**config.mk**
```make
export PLATFORM = sky130hd
export DESIGN_NAME = misc_settings
export DESIGN_NICKNAME = d
export VERILOG_FILES = /design/src/rtl/misc_settings_pkg.sv /design/src/rtl/slow_start_timer.sv /design/src/rtl/misc_settings.sv
export SDC_FILE = /design/constraint.sdc
export NUM_CORES = 1
export LEC_CHECK = 0
export BUFFER_PORTS_ARGS = -buffer_cell sky130_fd_sc_hd__buf_2
export CORE_ASPECT_RATIO = 0.5
export CORE_MARGIN = 10
export CORE_UTILIZATION = 58
export DETAILED_ROUTE_END_ITERATION = 6
export PLACE_DENSITY = 0.8
export SYNTH_ARGS = -nofsm -noshare
export SYNTH_HDL_FRONTEND = slang
export SYNTH_SLANG_ARGS = --single-unit
export TNS_END_PERCENT = 50
```
**constraint.sdc**
```tcl
create_clock -name clock -period 3 [get_ports clock]
set_clock_uncertainty 0.15 [all_clocks]
set_input_delay 0.45 -clock clock [delete_from_list [all_inputs] [get_ports clock]]
set_output_delay 0.45 -clock clock [all_outputs]
set_load 0.01 [all_outputs]
```
**src/rtl/misc_settings_pkg.sv**
```systemverilog
package misc_settings_pkg;

  // ==========================================================
  // Register map
  localparam logic [11:0] MISC_SETTINGS_ADDR = 12'h000;
  localparam int          ADDR_W             = 12;

  // ==========================================================
  // Field positions
  localparam int REF_SEL_BIT     = 25;
  localparam int BOOT_LATCH_BIT  = 24;
  localparam int SLOW_RATE_LSB   = 19;
  localparam int SLOW_DELAY_LSB  = 16;
  localparam int OUT_STARTUP_LSB = 14;
  localparam int SSC_SYNC_BIT    = 7;
  localparam int XTAL_PRI_BIT    = 6;
  localparam int XTAL_MODE_LSB   = 3;

  // Writable bits; reserved and out-of-block bits read zero
  localparam logic [31:0] WRITE_MASK = 32'h03FF_C0D8;

  // ==========================================================
  // Reset values, rate limit and field codes
  localparam logic [4:0] SLOW_RATE_RST  = 5'h10;
  localparam logic [4:0] SLOW_RATE_MAX  = 5'h14;
  localparam logic [2:0] SLOW_DELAY_RST = 3'h5;
  localparam logic [1:0] OUT_GATED      = 2'h0;
  localparam logic [1:0] OUT_UNGATED    = 2'h2;
  localparam logic [3:0] GPIO_XTAL_FUNC = 4'h6;

  typedef enum logic [1:0] {
    XTAL_FORCE_PRIMARY = 2'h0,
    XTAL_FORCE_BACKUP  = 2'h1,
    XTAL_AUTO          = 2'h2
  } xtal_mode_t;

  // ==========================================================
  // Timing
  localparam int CLOCK_MHZ     = 200;
  localparam int SLOW_TICK_US  = 1;
  localparam int CYCLES_PER_US = CLOCK_MHZ * SLOW_TICK_US;
  localparam int US_PER_MS     = 1000;

  // Start delay codes in milliseconds
  localparam logic [16:0] DELAY_MS_1 = 17'h00001;
  localparam logic [16:0] DELAY_MS_2 = 17'h0000A;
  localparam logic [16:0] DELAY_MS_3 = 17'h00064;
  localparam logic [16:0] DELAY_MS_4 = 17'h003E8;
  localparam logic [16:0] DELAY_MS_5 = 17'h02710;
  localparam logic [16:0] DELAY_MS_6 = 17'h186A0;

  typedef struct packed {
    logic       refOriginal;
    logic       bootLatch;
    logic [4:0] slowRate;
    logic [2:0] slowDelay;
    logic [1:0] outStartup;
    logic       sscSync;
    logic       xtalPri;
    logic [1:0] xtalMode;
  } cfg_t;

  typedef struct packed {
    logic [1:0] xtalLos;
    logic [1:0] xtalStFail;
    logic       gpioLevel;
    logic       loopLocked;
  } pins_t;

endpackage

```
**src/rtl/slow_start_timer.sv**
```systemverilog
`timescale 1ns/1ps
`default_nettype none
module slow_start_timer #(
  parameter int US_PER_MS = misc_settings_pkg::US_PER_MS
) (
  input  wire logic       clock,
  input  wire logic       rst_n,
  input  wire logic       usTick,
  input  wire logic       slowEnable,
  input  wire logic       accelDone,
  input  wire logic [2:0] delayCode,
  output logic            slowActive
);

  logic [16:0] targetMs_q;
  logic [16:0] msCnt_q;
  logic [31:0] usCnt_q;
  logic        waiting_q;

  function automatic logic [16:0] delayMs(input logic [2:0] code);
    unique case (code)
      3'h0:    delayMs = 17'h00000;
      3'h1:    delayMs = misc_settings_pkg::DELAY_MS_1;
      3'h2:    delayMs = misc_settings_pkg::DELAY_MS_2;
      3'h3:    delayMs = misc_settings_pkg::DELAY_MS_3;
      3'h4:    delayMs = misc_settings_pkg::DELAY_MS_4;
      3'h5:    delayMs = misc_settings_pkg::DELAY_MS_5;
      default: delayMs = misc_settings_pkg::DELAY_MS_6;
    endcase
  endfunction

  // ==========================================================
  // Delay count, restarted by each end of accelerated calibration
  always_ff @(posedge clock) begin
    if (!rst_n || !slowEnable) begin
      waiting_q  <= 1'b0;
      slowActive <= 1'b0;
      msCnt_q    <= 17'h00000;
      usCnt_q    <= 32'h0000_0000;
      targetMs_q <= 17'h00000;
    end else if (accelDone) begin
      waiting_q  <= 1'b1;
      slowActive <= 1'b0;
      msCnt_q    <= 17'h00000;
      usCnt_q    <= 32'h0000_0000;
      targetMs_q <= delayMs(delayCode);
    end else if (waiting_q) begin
      if (msCnt_q == targetMs_q) begin
        waiting_q  <= 1'b0;
        slowActive <= 1'b1;
      end else if (usTick) begin
        if (usCnt_q == 32'(US_PER_MS - 1)) begin
          usCnt_q <= 32'h0000_0000;
          msCnt_q <= msCnt_q + 17'h00001;
        end else begin
          usCnt_q <= usCnt_q + 32'h0000_0001;
        end
      end
    end
  end
endmodule
`default_nettype wire

```
**src/rtl/misc_settings.sv**
```systemverilog
// Behaviour
// - Bit 25 at 0 sends the resampled reference to calibration and monitoring, at 1 the original.
// - Bit 24 at 0 allows event latching only after boot ends, at 1 during boot as well.
// - Slow-filter updates run at 1 MHz over two to the field value, 0 to 20, default 16.
// - After accelerated calibration the slow filter starts after the coded delay, default 10 s.
// - Startup code 0 holds outputs and monitors off until loop lock, code 2 ignores lock.
// - Bit 7 aligns spread engine 1 to engine 0 when their rates match, else it runs free.
// - With both crystals valid under automatic choice, bit 6 picks crystal 0 or crystal 1 while startup runs.
// - Mode 0 forces primary, 1 forces backup, 2 picks from monitors and a function-6 pin while startup runs, then holds.
//
// Our own choices: the APB register port and the address map.
`timescale 1ns/1ps
`default_nettype none
module misc_settings #(
  parameter int CYCLES_PER_US = misc_settings_pkg::CYCLES_PER_US,
  parameter int US_PER_MS     = misc_settings_pkg::US_PER_MS
) (
  input  wire logic                      clock,
  input  wire logic                      rst_n,
  input  wire logic                      psel,
  input  wire logic                      penable,
  input  wire logic                      pwrite,
  input  wire logic [11:0]               paddr,
  input  wire logic [31:0]               pwdata,
  input  wire logic [3:0]                pstrb,
  output logic      [31:0]               prdata,
  output logic                           pready,
  output logic                           pslverr,
  input  wire misc_settings_pkg::pins_t  pinsAsync,
  input  wire logic [3:0]                gpioFunc,
  input  wire logic                      bootDone,
  input  wire logic                      startupDone,
  input  wire logic                      sscSameRate,
  input  wire logic                      slowEnable,
  input  wire logic                      accelDone,
  output logic                           refUseOriginal,
  output logic                           eventLatchEnable,
  output logic                           slowUpdateTick,
  output logic                           slowFilterActive,
  output logic                           outputsEnable,
  output logic                           sscAlign,
  output logic                           xtalSelect
);

  misc_settings_pkg::cfg_t  cfg;
  misc_settings_pkg::pins_t pinsMeta_q;
  misc_settings_pkg::pins_t pins_q;
  logic [31:0] reg_q;
  logic [31:0] regRead;
  logic [31:0] byteMask;
  logic        hit;
  logic        wrEn;
  logic [31:0] usCnt_q;
  logic        usTick;
  logic [19:0] rateCnt_q;
  logic [19:0] rateMask;
  logic [4:0]  rateUsed;
  logic        lockSeen_q;
  logic [1:0]  xtalValid;
  logic        bothValid;

  // ==========================================================
  // APB slave, zero wait states
  assign hit     = (paddr == misc_settings_pkg::MISC_SETTINGS_ADDR);
  assign wrEn    = psel && penable && pwrite && hit;
  assign pready  = 1'b1;
  assign pslverr = psel && penable && !hit;

  generate
    for (genvar b = 0; b < 4; b++) begin : g_lane
      assign byteMask[8*b +: 8] = {8{pstrb[b]}};
    end
  endgenerate

  always_ff @(posedge clock) begin
    if (!rst_n) begin
      reg_q <= {6'h00, 1'b0, 1'b0, misc_settings_pkg::SLOW_RATE_RST,
                misc_settings_pkg::SLOW_DELAY_RST, misc_settings_pkg::OUT_GATED,
                6'h00, 1'b0, 1'b0, 1'b0, 2'(misc_settings_pkg::XTAL_AUTO), 3'h0};
    end else if (wrEn) begin
      // Masking keeps the reserved bits at zero
      reg_q <= (reg_q & ~(byteMask & misc_settings_pkg::WRITE_MASK))
             | (pwdata & byteMask & misc_settings_pkg::WRITE_MASK);
    end
  end

  assign regRead = reg_q & misc_settings_pkg::WRITE_MASK;

  // Read data captured in setup so it stands through the access phase
  always_ff @(posedge clock) begin
    if (!rst_n) begin
      prdata <= 32'h0000_0000;
    end else if (psel && !penable && !pwrite) begin
      prdata <= hit ? regRead : 32'h0000_0000;
    end
  end

  assign cfg.refOriginal = reg_q[misc_settings_pkg::REF_SEL_BIT];
  assign cfg.bootLatch   = reg_q[misc_settings_pkg::BOOT_LATCH_BIT];
  assign cfg.slowRate    = reg_q[misc_settings_pkg::SLOW_RATE_LSB +: 5];
  assign cfg.slowDelay   = reg_q[misc_settings_pkg::SLOW_DELAY_LSB +: 3];
  assign cfg.outStartup  = reg_q[misc_settings_pkg::OUT_STARTUP_LSB +: 2];
  assign cfg.sscSync     = reg_q[misc_settings_pkg::SSC_SYNC_BIT];
  assign cfg.xtalPri     = reg_q[misc_settings_pkg::XTAL_PRI_BIT];
  assign cfg.xtalMode    = reg_q[misc_settings_pkg::XTAL_MODE_LSB +: 2];

  // ==========================================================
  // Pin synchroniser
  always_ff @(posedge clock) begin
    if (!rst_n) begin
      pinsMeta_q <= '0;
      pins_q     <= '0;
    end else begin
      pinsMeta_q <= pinsAsync;
      pins_q     <= pinsMeta_q;
    end
  end

  // ==========================================================
  // Reference choice, event latching, spread alignment
  always_ff @(posedge clock) begin
    if (!rst_n) begin
      refUseOriginal   <= 1'b0;
      eventLatchEnable <= 1'b0;
      sscAlign         <= 1'b0;
    end else begin
      refUseOriginal   <= cfg.refOriginal;
      eventLatchEnable <= bootDone || cfg.bootLatch;
      sscAlign         <= cfg.sscSync && sscSameRate;
    end
  end

  // ==========================================================
  // Slow-filter update tick
  always_ff @(posedge clock) begin
    if (!rst_n || usTick) begin
      usCnt_q <= 32'h0000_0000;
    end else begin
      usCnt_q <= usCnt_q + 32'h0000_0001;
    end
  end

  assign usTick = (usCnt_q == 32'(CYCLES_PER_US - 1));
  // Out-of-range codes run at the slowest legal rate
  assign rateUsed = (cfg.slowRate > misc_settings_pkg::SLOW_RATE_MAX) ?
                    misc_settings_pkg::SLOW_RATE_MAX : cfg.slowRate;
  assign rateMask = 20'((21'h000001 << rateUsed) - 21'h000001);

  always_ff @(posedge clock) begin
    if (!rst_n) begin
      rateCnt_q      <= 20'h00000;
      slowUpdateTick <= 1'b0;
    end else begin
      slowUpdateTick <= usTick && ((rateCnt_q & rateMask) == rateMask);
      if (usTick) begin
        rateCnt_q <= rateCnt_q + 20'h00001;
      end
    end
  end

  slow_start_timer #(
    .US_PER_MS (US_PER_MS)
  ) u_start (
    .clock      (clock),
    .rst_n      (rst_n),
    .usTick     (usTick),
    .slowEnable (slowEnable),
    .accelDone  (accelDone),
    .delayCode  (cfg.slowDelay),
    .slowActive (slowFilterActive)
  );

  // ==========================================================
  // Output gating on loop lock; lock once seen keeps outputs up
  always_ff @(posedge clock) begin
    if (!rst_n) begin
      lockSeen_q    <= 1'b0;
      outputsEnable <= 1'b0;
    end else begin
      if (pins_q.loopLocked) begin
        lockSeen_q <= 1'b1;
      end
      outputsEnable <= (cfg.outStartup == misc_settings_pkg::OUT_UNGATED)
                    || lockSeen_q || pins_q.loopLocked;
    end
  end

  // ==========================================================
  // Crystal choice; forced modes apply at any time, automatic choice only while startup runs
  always_comb begin
    xtalValid = ~(pins_q.xtalLos | pins_q.xtalStFail);
    if (gpioFunc == misc_settings_pkg::GPIO_XTAL_FUNC && pins_q.gpioLevel) begin
      xtalValid[0] = 1'b0;
    end
  end

  assign bothValid = &xtalValid;

  always_ff @(posedge clock) begin
    if (!rst_n) begin
      xtalSelect <= 1'b0;
    end else begin
      unique case (cfg.xtalMode)
        2'(misc_settings_pkg::XTAL_FORCE_PRIMARY): xtalSelect <= 1'b0;
        2'(misc_settings_pkg::XTAL_FORCE_BACKUP):  xtalSelect <= 1'b1;
        default: begin
          // Automatic choice holds once startup ends
          if (!startupDone) begin
            if (bothValid) begin
              xtalSelect <= cfg.xtalPri;
            end else if (xtalValid != 2'b00) begin
              xtalSelect <= xtalValid[1];
            end
          end
        end
      endcase
    end
  end
endmodule
`default_nettype wire

```
==> results of run 1 <==
==> layer usage <==
layer  up-vias  GRT usage  share of wire
met2       232      0.330           0.46
met1      3354      0.256           0.44
met5         -          0              0
met4         0     0.0548         0.0099
li1       3510          -              -
met3        21     0.0675          0.084
==> area by class of cell <==
type	count	area (um^2)
Timing Repair Buffer	95	526
Inverter	12	45.0
Multi-Input combinational cell	728	4350
Fill cell	1095	4460
Sequential cell	166	3320
Clock buffer	17	425
Tap cell	176	220
Clock inverter	15	171
==> cells by family (layout without fill, tap and decap cells) <==
kind of cell               after synthesis  after routing  synth area share
muxes                                   21             21            0.0266
other                                    2             17          0.000940
buffers and inverters                   86            139            0.0493
AOI/OAI and AO/OA                      151            151             0.117
xor gates and xnor gates                64             64            0.0702
adders and majority gates                5              5           0.00783
DFF                                    166            166             0.416
and+or+nand+nor                        470            470             0.312
==> worst max-delay path, cell delays in order (launching register included) <==
cell                      delay, ns
sky130_fd_sc_hd__dfxtp_1       0.34
sky130_fd_sc_hd__ha_1          0.24
sky130_fd_sc_hd__nor4b_2       0.21
sky130_fd_sc_hd__nand4_1       0.14
sky130_fd_sc_hd__or2_2         0.41
sky130_fd_sc_hd__or4_1         0.67
sky130_fd_sc_hd__or3_1         0.40
sky130_fd_sc_hd__a21oi_1       0.16
==> where the power goes <==
| part | switching (uW) | leakage, uW | internal [uW] |
|---|---|---|---|
| Sequential | 9.29 | 0.00134 | 2220 |
| Combinational | 101 | 0.00168 | 64.6 |
| Clock | 957 | 0.000285 | 1250 |
| Total | 1070 | 0.00331 | 3540 |
==> repair_timing <==
item / 4_1_cts / 5_1_grt
setup buffers: 0 / 0
endpoints found under the setup margin: 0 / 4
hold buffers: 0 / 0
gates resized for setup: 0 / 2
==> cell usage after synthesis, types with 3 or more instances <==
library cell,n
sky130_fd_sc_hd__o31ai_1,12
sky130_fd_sc_hd__xor2_1,22
sky130_fd_sc_hd__nor2b_1,3
sky130_fd_sc_hd__mux2i_1,19
sky130_fd_sc_hd__a211oi_1,4
sky130_fd_sc_hd__or2_2,3
sky130_fd_sc_hd__nand2_1,98
sky130_fd_sc_hd__nand4_1,35
sky130_fd_sc_hd__inv_1,11
sky130_fd_sc_hd__or3_1,21
sky130_fd_sc_hd__a21boi_0,30
sky130_fd_sc_hd__and4_1,8
sky130_fd_sc_hd__clkbuf_1,48
sky130_fd_sc_hd__nand2b_1,20
sky130_fd_sc_hd__xnor2_1,42
sky130_fd_sc_hd__o21ai_0,32
sky130_fd_sc_hd__buf_1,3
sky130_fd_sc_hd__a21oi_1,51
sky130_fd_sc_hd__buf_2,5
sky130_fd_sc_hd__dfxtp_1,166
sky130_fd_sc_hd__and2_1,27
sky130_fd_sc_hd__nor4_1,29
sky130_fd_sc_hd__nand3_1,77
sky130_fd_sc_hd__o41ai_1,3
sky130_fd_sc_hd__ha_1,5
sky130_fd_sc_hd__nor2_1,77
sky130_fd_sc_hd__nor3_1,16
sky130_fd_sc_hd__or4_1,16
sky130_fd_sc_hd__and3_1,25
sky130_fd_sc_hd__buf_4,17
==> state kept, by name, summed over array words and instances, names as in the netlist, 6 cells and up, named ones only <==
signal and count:
pinsMeta_q 6, pins_q 6, prdata 16, rateCnt_q 20, u_start.msCnt_q 17, u_start.targetMs_q 12, u_start.usCnt_q 32, usCnt_q 32
==> metrics by stage <==
stage	util	setup WS (ns)	hold WS, ns	total power [uW]
floorplan	-	0.391	0.262	2390
global placement	0.625	0.341	0.267	2440
detailed placement	0.625	0.250	0.278	2440
CTS	0.669	0.184	0.0660	4620
global route	0.670	0.0298	0.0692	4730
finish	0.670	0.212	0.0760	4600
==> worst paths after layout <==
| path | endpoint | slack (ns) |
|---|---|---|
| hold reg to reg | pins_q[0] | 0.29 |
| setup reg to reg | u_start.usCnt_q[30] | 0.21 |
| hold / removal | pinsMeta_q[5] | 0.08 |
| setup / recovery | u_start.usCnt_q[30] | 0.21 |
==> metrics.sh, run 1 <==
RUN_STATUS='finished clean'
DP_HPWL_UM=13000
POSTSYNTHCELLCOUNT=965
SYNTH_AREA_PER_CELL_UM2=8.28
CTS.PATH.MAX_BUFFERS=2
NETLIST.AREA_LEADER.SHARE=0.416
SETUP_VIOLATIONS=0
OVERFLOW=0
CRIT_PATH_END_KIND='register'
HOLD_DEPTH=2
PLACE_INST=1177
WORST_HOLD_STARTPOINT='pinsAsync[5]'
FP.DIEAREA_UM2=19100
REG_CLK_SLEW_REPORTED_PATHS_NS=0.07
START_KIND='register'
CRITPATHMAXFANOUT=11
TIMING.RR.START='usCnt_q[0]'
FLOORPLAN.IO_PINS=109
POWER.DENSITY_CELL_AREA_nW_PER_UM2=508
TRITONCTS='built'
SYNTHDISTINCTLIBCELLS=59
NUM_CTS_BUFFERS=17
MAX_FREQ_MHz=359
PLACED_AREA_UM2=8450
FIRST_PASS_ITERS=5
HTREE_NUM_LEVELS=4
CLKLATENCYLATEPIN_NS=0.42
GRT_PASS1_VIAS=6796
ROUTED_WIRE_LENGTH_PER_INSTANCE_UM=15.7
N_ANTENNA_CELL=0
FLOORPLAN.ROWS=30
TRACK_USAGE=0.204
POWER.LEAKAGE_uW=0.00331
TIMING_WORST_SLEW_PIN_VALUE_NS=0.688
PROPORTION_OF_LAYOUT_CELLS_WITH_A_DRIVE_SUFFIX_ABOVE_1=0.139
VIAS=7117
SYN-CELL-AREA_UM2=7990
DETAIL_ROUTE.VIAS_PER_CELL=5.89
GRT_ANTENNA_BEFORE_REPAIR=0
VDD_DROP_MAX_V=0.000313
SYNTH-WARNING-COUNT=0
NUMBER_OF_ENABLE_TYPE_REGISTER_CELLS_IN_THE_SYNTHESIZED_NETLIST=0
GRT_START_MAX_NET_PINS=85
INSTANCES_NO_FILL=1209
FINAL_MIN_PERIOD_OVER_CLOCK_PERIOD=0.929
YOSYS_REGISTER_BITS=166
R2R_CELLS=7
DIEWIDTH_UM=186
FINAL_MAX_SLEW_VIOL_COUNT=0
POST_SYNTH_MAIN_AREA_CONTRIBUTORS='sky130_fd_sc_hd__dfxtp_1 42%, sky130_fd_sc_hd__nand3_1 4.8%, sky130_fd_sc_hd__nand2_1 4.6%, sky130_fd_sc_hd__xnor2_1 4.6%, sky130_fd_sc_hd__nor2_1 3.6%'
WORSTSETUPSTARTPOINT='usCnt_q[0]'
INITIAL_CORE_UTILIZATION=0.591
FINALWEIGHTEDCONGESTION=0.875
POSTSYNTH.TOPFLOPCELL='sky130_fd_sc_hd__dfxtp_1'
STDCELL_AREA_UM2=9060
ROUTED_WIRELENGTH_UM=19000
MOST_COMMON_CELL_AFTER_LAYOUT_FILL_AND_TAPS_ASIDE='sky130_fd_sc_hd__dfxtp_1'
MAXSLEWHEADROOM=0.541
CLOCK-SINKS=166
ROOT_DRIVER='sky130_fd_sc_hd__clkbuf_16'
PERIOD_NEEDED_NS=2.79
SETUP.WORST_PATH.CLASS='reg -> reg'
FIN_NETS=1093
SYNTHARSTFLOPSHARE=0
SYNTH_TOP_CELL_BY_AREA='sky130_fd_sc_hd__dfxtp_1'
DRC=0
DRTANTENNAVIOLNETS=0
SETUP_TOTAL_NEGATIVE_SLACK_NS=0
DIEHEIGHT_UM=103
MAXCAPVIOLATIONS=0
WORST_HOLD_PATH_TYPE='in -> reg'
FIRST_ITER_VIOLATIONS=420
CRITPATHREQUIREDTIME_NS=3.20
UNREPAIRED_SETUP_ENDPOINTS_AFTER_GLOBAL_ROUTING='no'
PORT_BUFFERS=75
CRITPATHARRIVALTIME_NS=2.99
MOSTFREQUENTLAYOUTCELLS='166 x sky130_fd_sc_hd__dfxtp_1, 98 x sky130_fd_sc_hd__nand2_1, 77 x sky130_fd_sc_hd__nor2_1, 77 x sky130_fd_sc_hd__nand3_1, 75 x sky130_fd_sc_hd__buf_2'
SYNTH_SEQ_AREA_SHARE=0.416
CORE_AREA_UM2=13500
SYN2LAYOUT_AREA_GROWTH_PCT=13.4
FINAL_HOLD_VIOLATING_ENDPOINTS=0
GRT_FIRST_PASS_WIRELENGTH_UM=32200
Note: power is estimated with default switching activity, not from simulation.
==> run 2: changes to the inputs <==
--- a/config.mk
+++ b/config.mk
@@ -8,9 +8,10 @@
 export BUFFER_PORTS_ARGS = -buffer_cell sky130_fd_sc_hd__buf_2
 export CORE_ASPECT_RATIO = 0.5
 export CORE_MARGIN = 10
-export CORE_UTILIZATION = 58
+export CORE_UTILIZATION = 52
 export DETAILED_ROUTE_END_ITERATION = 6
-export PLACE_DENSITY = 0.8
+export PLACE_DENSITY = 0.76
+export REMOVE_ABC_BUFFERS = 1
 export SYNTH_ARGS = -nofsm -noshare
 export SYNTH_HDL_FRONTEND = slang
 export SYNTH_SLANG_ARGS = --single-unit
==> constraint.sdc (replaced) <==
create_clock -name clock -period 2.5 [get_ports clock]
set_clock_uncertainty 0.15 [all_clocks]
set_input_delay 0.375 -clock clock [delete_from_list [all_inputs] [get_ports clock]]
set_output_delay 0.375 -clock clock [all_outputs]
set_load 0.01 [all_outputs]
==> run 2 against run 1 <==
  * Die area up 9.8%
  * Non-clock buffer count up 57
  * Worst setup slack worse by 0.15 ns
  * Power up 16%
  * Hold slack worse by 0.068 ns
  * Register-to-register slack worse by 0.15 ns
  * Highest routed layer unchanged
  * Global-route usage down 2.6 points
==> metrics.sh, run 2 (synthesized netlist as in run 1, its figures left out) <==
FF2FF_SETUP_SLACK_NS=0.06  # -0.15 ns
CRITPATHARRIVALTIME_NS=2.65  # -0.34 ns
MAXCAPVIOLATIONS=0  # unchanged
FLOORPLAN.ROWS=31  # +3.3%
POWER.DENSITY_CELL_AREA_nW_PER_UM2=556  # +9.3%
PORT_BUFFERS=75  # unchanged
DIEWIDTH_UM=195  # +5.0%
LAYOUT_TOP_REGISTERS='u_start.usCnt_q (32), usCnt_q (32), rateCnt_q (20)'
UNREPAIRED_SETUP_ENDPOINTS_AFTER_GLOBAL_ROUTING='yes'
TRITONCTS='built'
FINALWEIGHTEDCONGESTION=0.874  # -0.14%
SETUP.WORST_PATH.CLASS='reg -> reg'
CORE_AREA_UM2=14700  # +9.1%
CLKLATENCYLATEPIN_NS=0.42  # about the same
DRTANTENNAVIOLNETS=0  # unchanged
MOSTFREQUENTLAYOUTCELLS='163 x sky130_fd_sc_hd__dfxtp_1, 98 x sky130_fd_sc_hd__nand2_1, 77 x sky130_fd_sc_hd__nand3_1, 76 x sky130_fd_sc_hd__nor2_1, 75 x sky130_fd_sc_hd__buf_2'
DIEHEIGHT_UM=108  # +4.5%
TIMING_WORST_SLEW_PIN_VALUE_NS=0.747  # +0.0588 ns
HTREE_NUM_LEVELS=4  # unchanged
GRT_ANTENNA_BEFORE_REPAIR=0  # unchanged
ROUTED_WIRE_LENGTH_PER_INSTANCE_UM=15.0  # -4.1%
HOLD_DEPTH=2  # unchanged
R2R_CELLS=7  # unchanged
REG_CLK_SLEW_REPORTED_PATHS_NS=0.07  # about the same
FINAL_MIN_PERIOD_OVER_CLOCK_PERIOD=0.976  # +0.0468
CRIT_PATH_END_KIND='register'
CRITPATHMAXFANOUT=8  # -3
WORST_PATH_LARGEST_CELL_DELAY_NS=0.53  # -0.14 ns
GRT_START_MAX_NET_PINS=64  # -25%
POWER.LEAKAGE_uW=0.00363  # +9.6%
RUN_STATUS='finished clean'
N_ANTENNA_CELL=0  # unchanged
FP.DIEAREA_UM2=21000  # +9.8%
DP_HPWL_UM=13200  # +1.6%
FLOORPLAN.IO_PINS=109  # unchanged
OVERFLOW=0  # unchanged
SETUP_VIOLATIONS=0  # unchanged
PLACED_AREA_UM2=8910  # +5.5%
WORST_HOLD_PATH_TYPE='in -> reg'
CRITPATHREQUIREDTIME_NS=2.71  # -0.49 ns
TRACK_USAGE=0.177  # -0.0265
START_KIND='register'
PROPORTION_OF_LAYOUT_CELLS_WITH_A_DRIVE_SUFFIX_ABOVE_1=0.202  # +0.0624
SYN2LAYOUT_AREA_GROWTH_PCT=20.7
VDD_DROP_MAX_V=0.000448  # +43%
FINAL_HOLD_VIOLATING_ENDPOINTS=0  # unchanged
MAXSLEWHEADROOM=0.500  # -0.0406
CTS.PATH.MAX_BUFFERS=2  # unchanged
ROOT_DRIVER='sky130_fd_sc_hd__clkbuf_16'
STDCELL_AREA_UM2=9640  # +6.5%
FIRST_ITER_VIOLATIONS=605  # +44%
MOST_COMMON_CELL_AFTER_LAYOUT_FILL_AND_TAPS_ASIDE='sky130_fd_sc_hd__dfxtp_1'
NUM_CTS_BUFFERS=17  # unchanged
TIMING.HOLD.WORST_ENDPOINT='pinsMeta_q[5]'
GRT_FIRST_PASS_WIRELENGTH_UM=32300  # +0.28%
GRT_PASS1_VIAS=6988  # +2.8%
PERIOD_NEEDED_NS=2.44  # -0.348 ns
CRIT_PATH_CELL_TRACE='ha_2 > nor4b_4 > nand4_1 > or2_4 > or4_4 > or3_4 > a21oi_2'
FIRST_PASS_ITERS=5  # unchanged
DRC=0  # unchanged
DETAIL_ROUTE.VIAS_PER_CELL=5.64  # -4.2%
INITIAL_CORE_UTILIZATION=0.542  # -0.0492
FINAL_MAX_SLEW_VIOL_COUNT=0  # unchanged
WORST_HOLD_STARTPOINT='pinsAsync[5]'
FILLER_CELLS=1197  # +9.3%
CLOCK-SINKS=166  # unchanged
FIN_NETS=1150  # +5.2%
CRIT_SLOWEST_CELL='sky130_fd_sc_hd__or4_4'
TIMING.RR.END='u_start.usCnt_q[24]'
TIMING.RR.START='usCnt_q[1]'
HOLD_WS_NS=0.00791  # -0.0681 ns
VIAS=7266  # +2.1%
MAX_FREQ_MHz=410  # +14%
ROUTED_WIRELENGTH_UM=19400  # +2.2%
==> run 2: cell count changes in the layout (fill, tap and decap cells not counted), sizes merged <==
cell         change
inv              -3
clkinvlp         +2
clkbuf           +3
buf             +56
bufinv           -2
dlygate4sd3      +1
==> run 2: per-layer routing <==
| metal | global-route usage | part of all wire | vias to the layer above |
|---|---|---|---|
| met5 | 0 | 0 | - |
| met4 | 0.0650 | 0.014 | 0 |
| met3 | 0.0423 | 0.058 | 32 |
| met2 | 0.298 | 0.47 | 198 |
| met1 | 0.219 | 0.46 | 3410 |
| li1 | - | - | 3626 |
==> run 2: critical path: cells and delay by family, from the launching register on <==
family / cells / cell delay [ns]
AOI/OAI and AO/OA: 1 / 0.13
and+or+nand+nor: 5 / 1.60
DFF: 1 / 0.34
adders and majority gates: 1 / 0.19
==> run 2: worst max path at each step <==
stage,start,end,cells after the start
finish,usCnt_q[1],u_start.usCnt_q[24],7
global route,register,slowUpdateTick,9
CTS,usCnt_q[0],u_start.usCnt_q[25],7
detailed placement,usCnt_q[20],u_start.usCnt_q[25],6
global placement,register,slowUpdateTick,9
floorplan,usCnt_q[0],u_start.usCnt_q[0],7
==> run 2: area by class of cell <==
class	count	area (um^2)	share of cell area
Clock buffer	20	457	0.0474
Multi-Input combinational cell	728	4470	0.464
Clock inverter	12	97.6	0.0101
Tap cell	198	248	0.0257
Timing Repair Buffer	152	997	0.103
Sequential cell	166	3330	0.345
Inverter	12	45.0	0.00467
==> run 2: through the flow <==
stage                     worst slack, ns   util  setup TNS (ns)  cells  power [uW]
after detailed placement           -0.130  0.604          -0.994   1252        2940
after floorplan                    -0.789      -          -33.49    906        2820
after CTS                        0.000229  0.646               0   1285        5390
final                              0.0596  0.654               0   1288        5360
after global routing              -0.0324  0.654          -0.126   1288        5520
after global placement             -0.104  0.604          -0.419   1252        2940
==> run 2: what timing repair did <==
action / 4_1_cts / 5_1_grt
resized for setup: 7 / 26
endpoints found under the hold margin: 1 / 0
setup buffers: 0 / 3
endpoints found under the setup margin: 17 / 37
hold buffers: 1 / 0
pin swaps: 0 / 14
==> run 2: power breakdown <==
part | total [uW] | switching, uW | leakage [uW] | internal (uW)
combinational | 213 | 124 | 0.00203 | 89.2
clock | 2470 | 1130 | 0.000257 | 1340
sequential | 2670 | 9.60 | 0.00134 | 2670
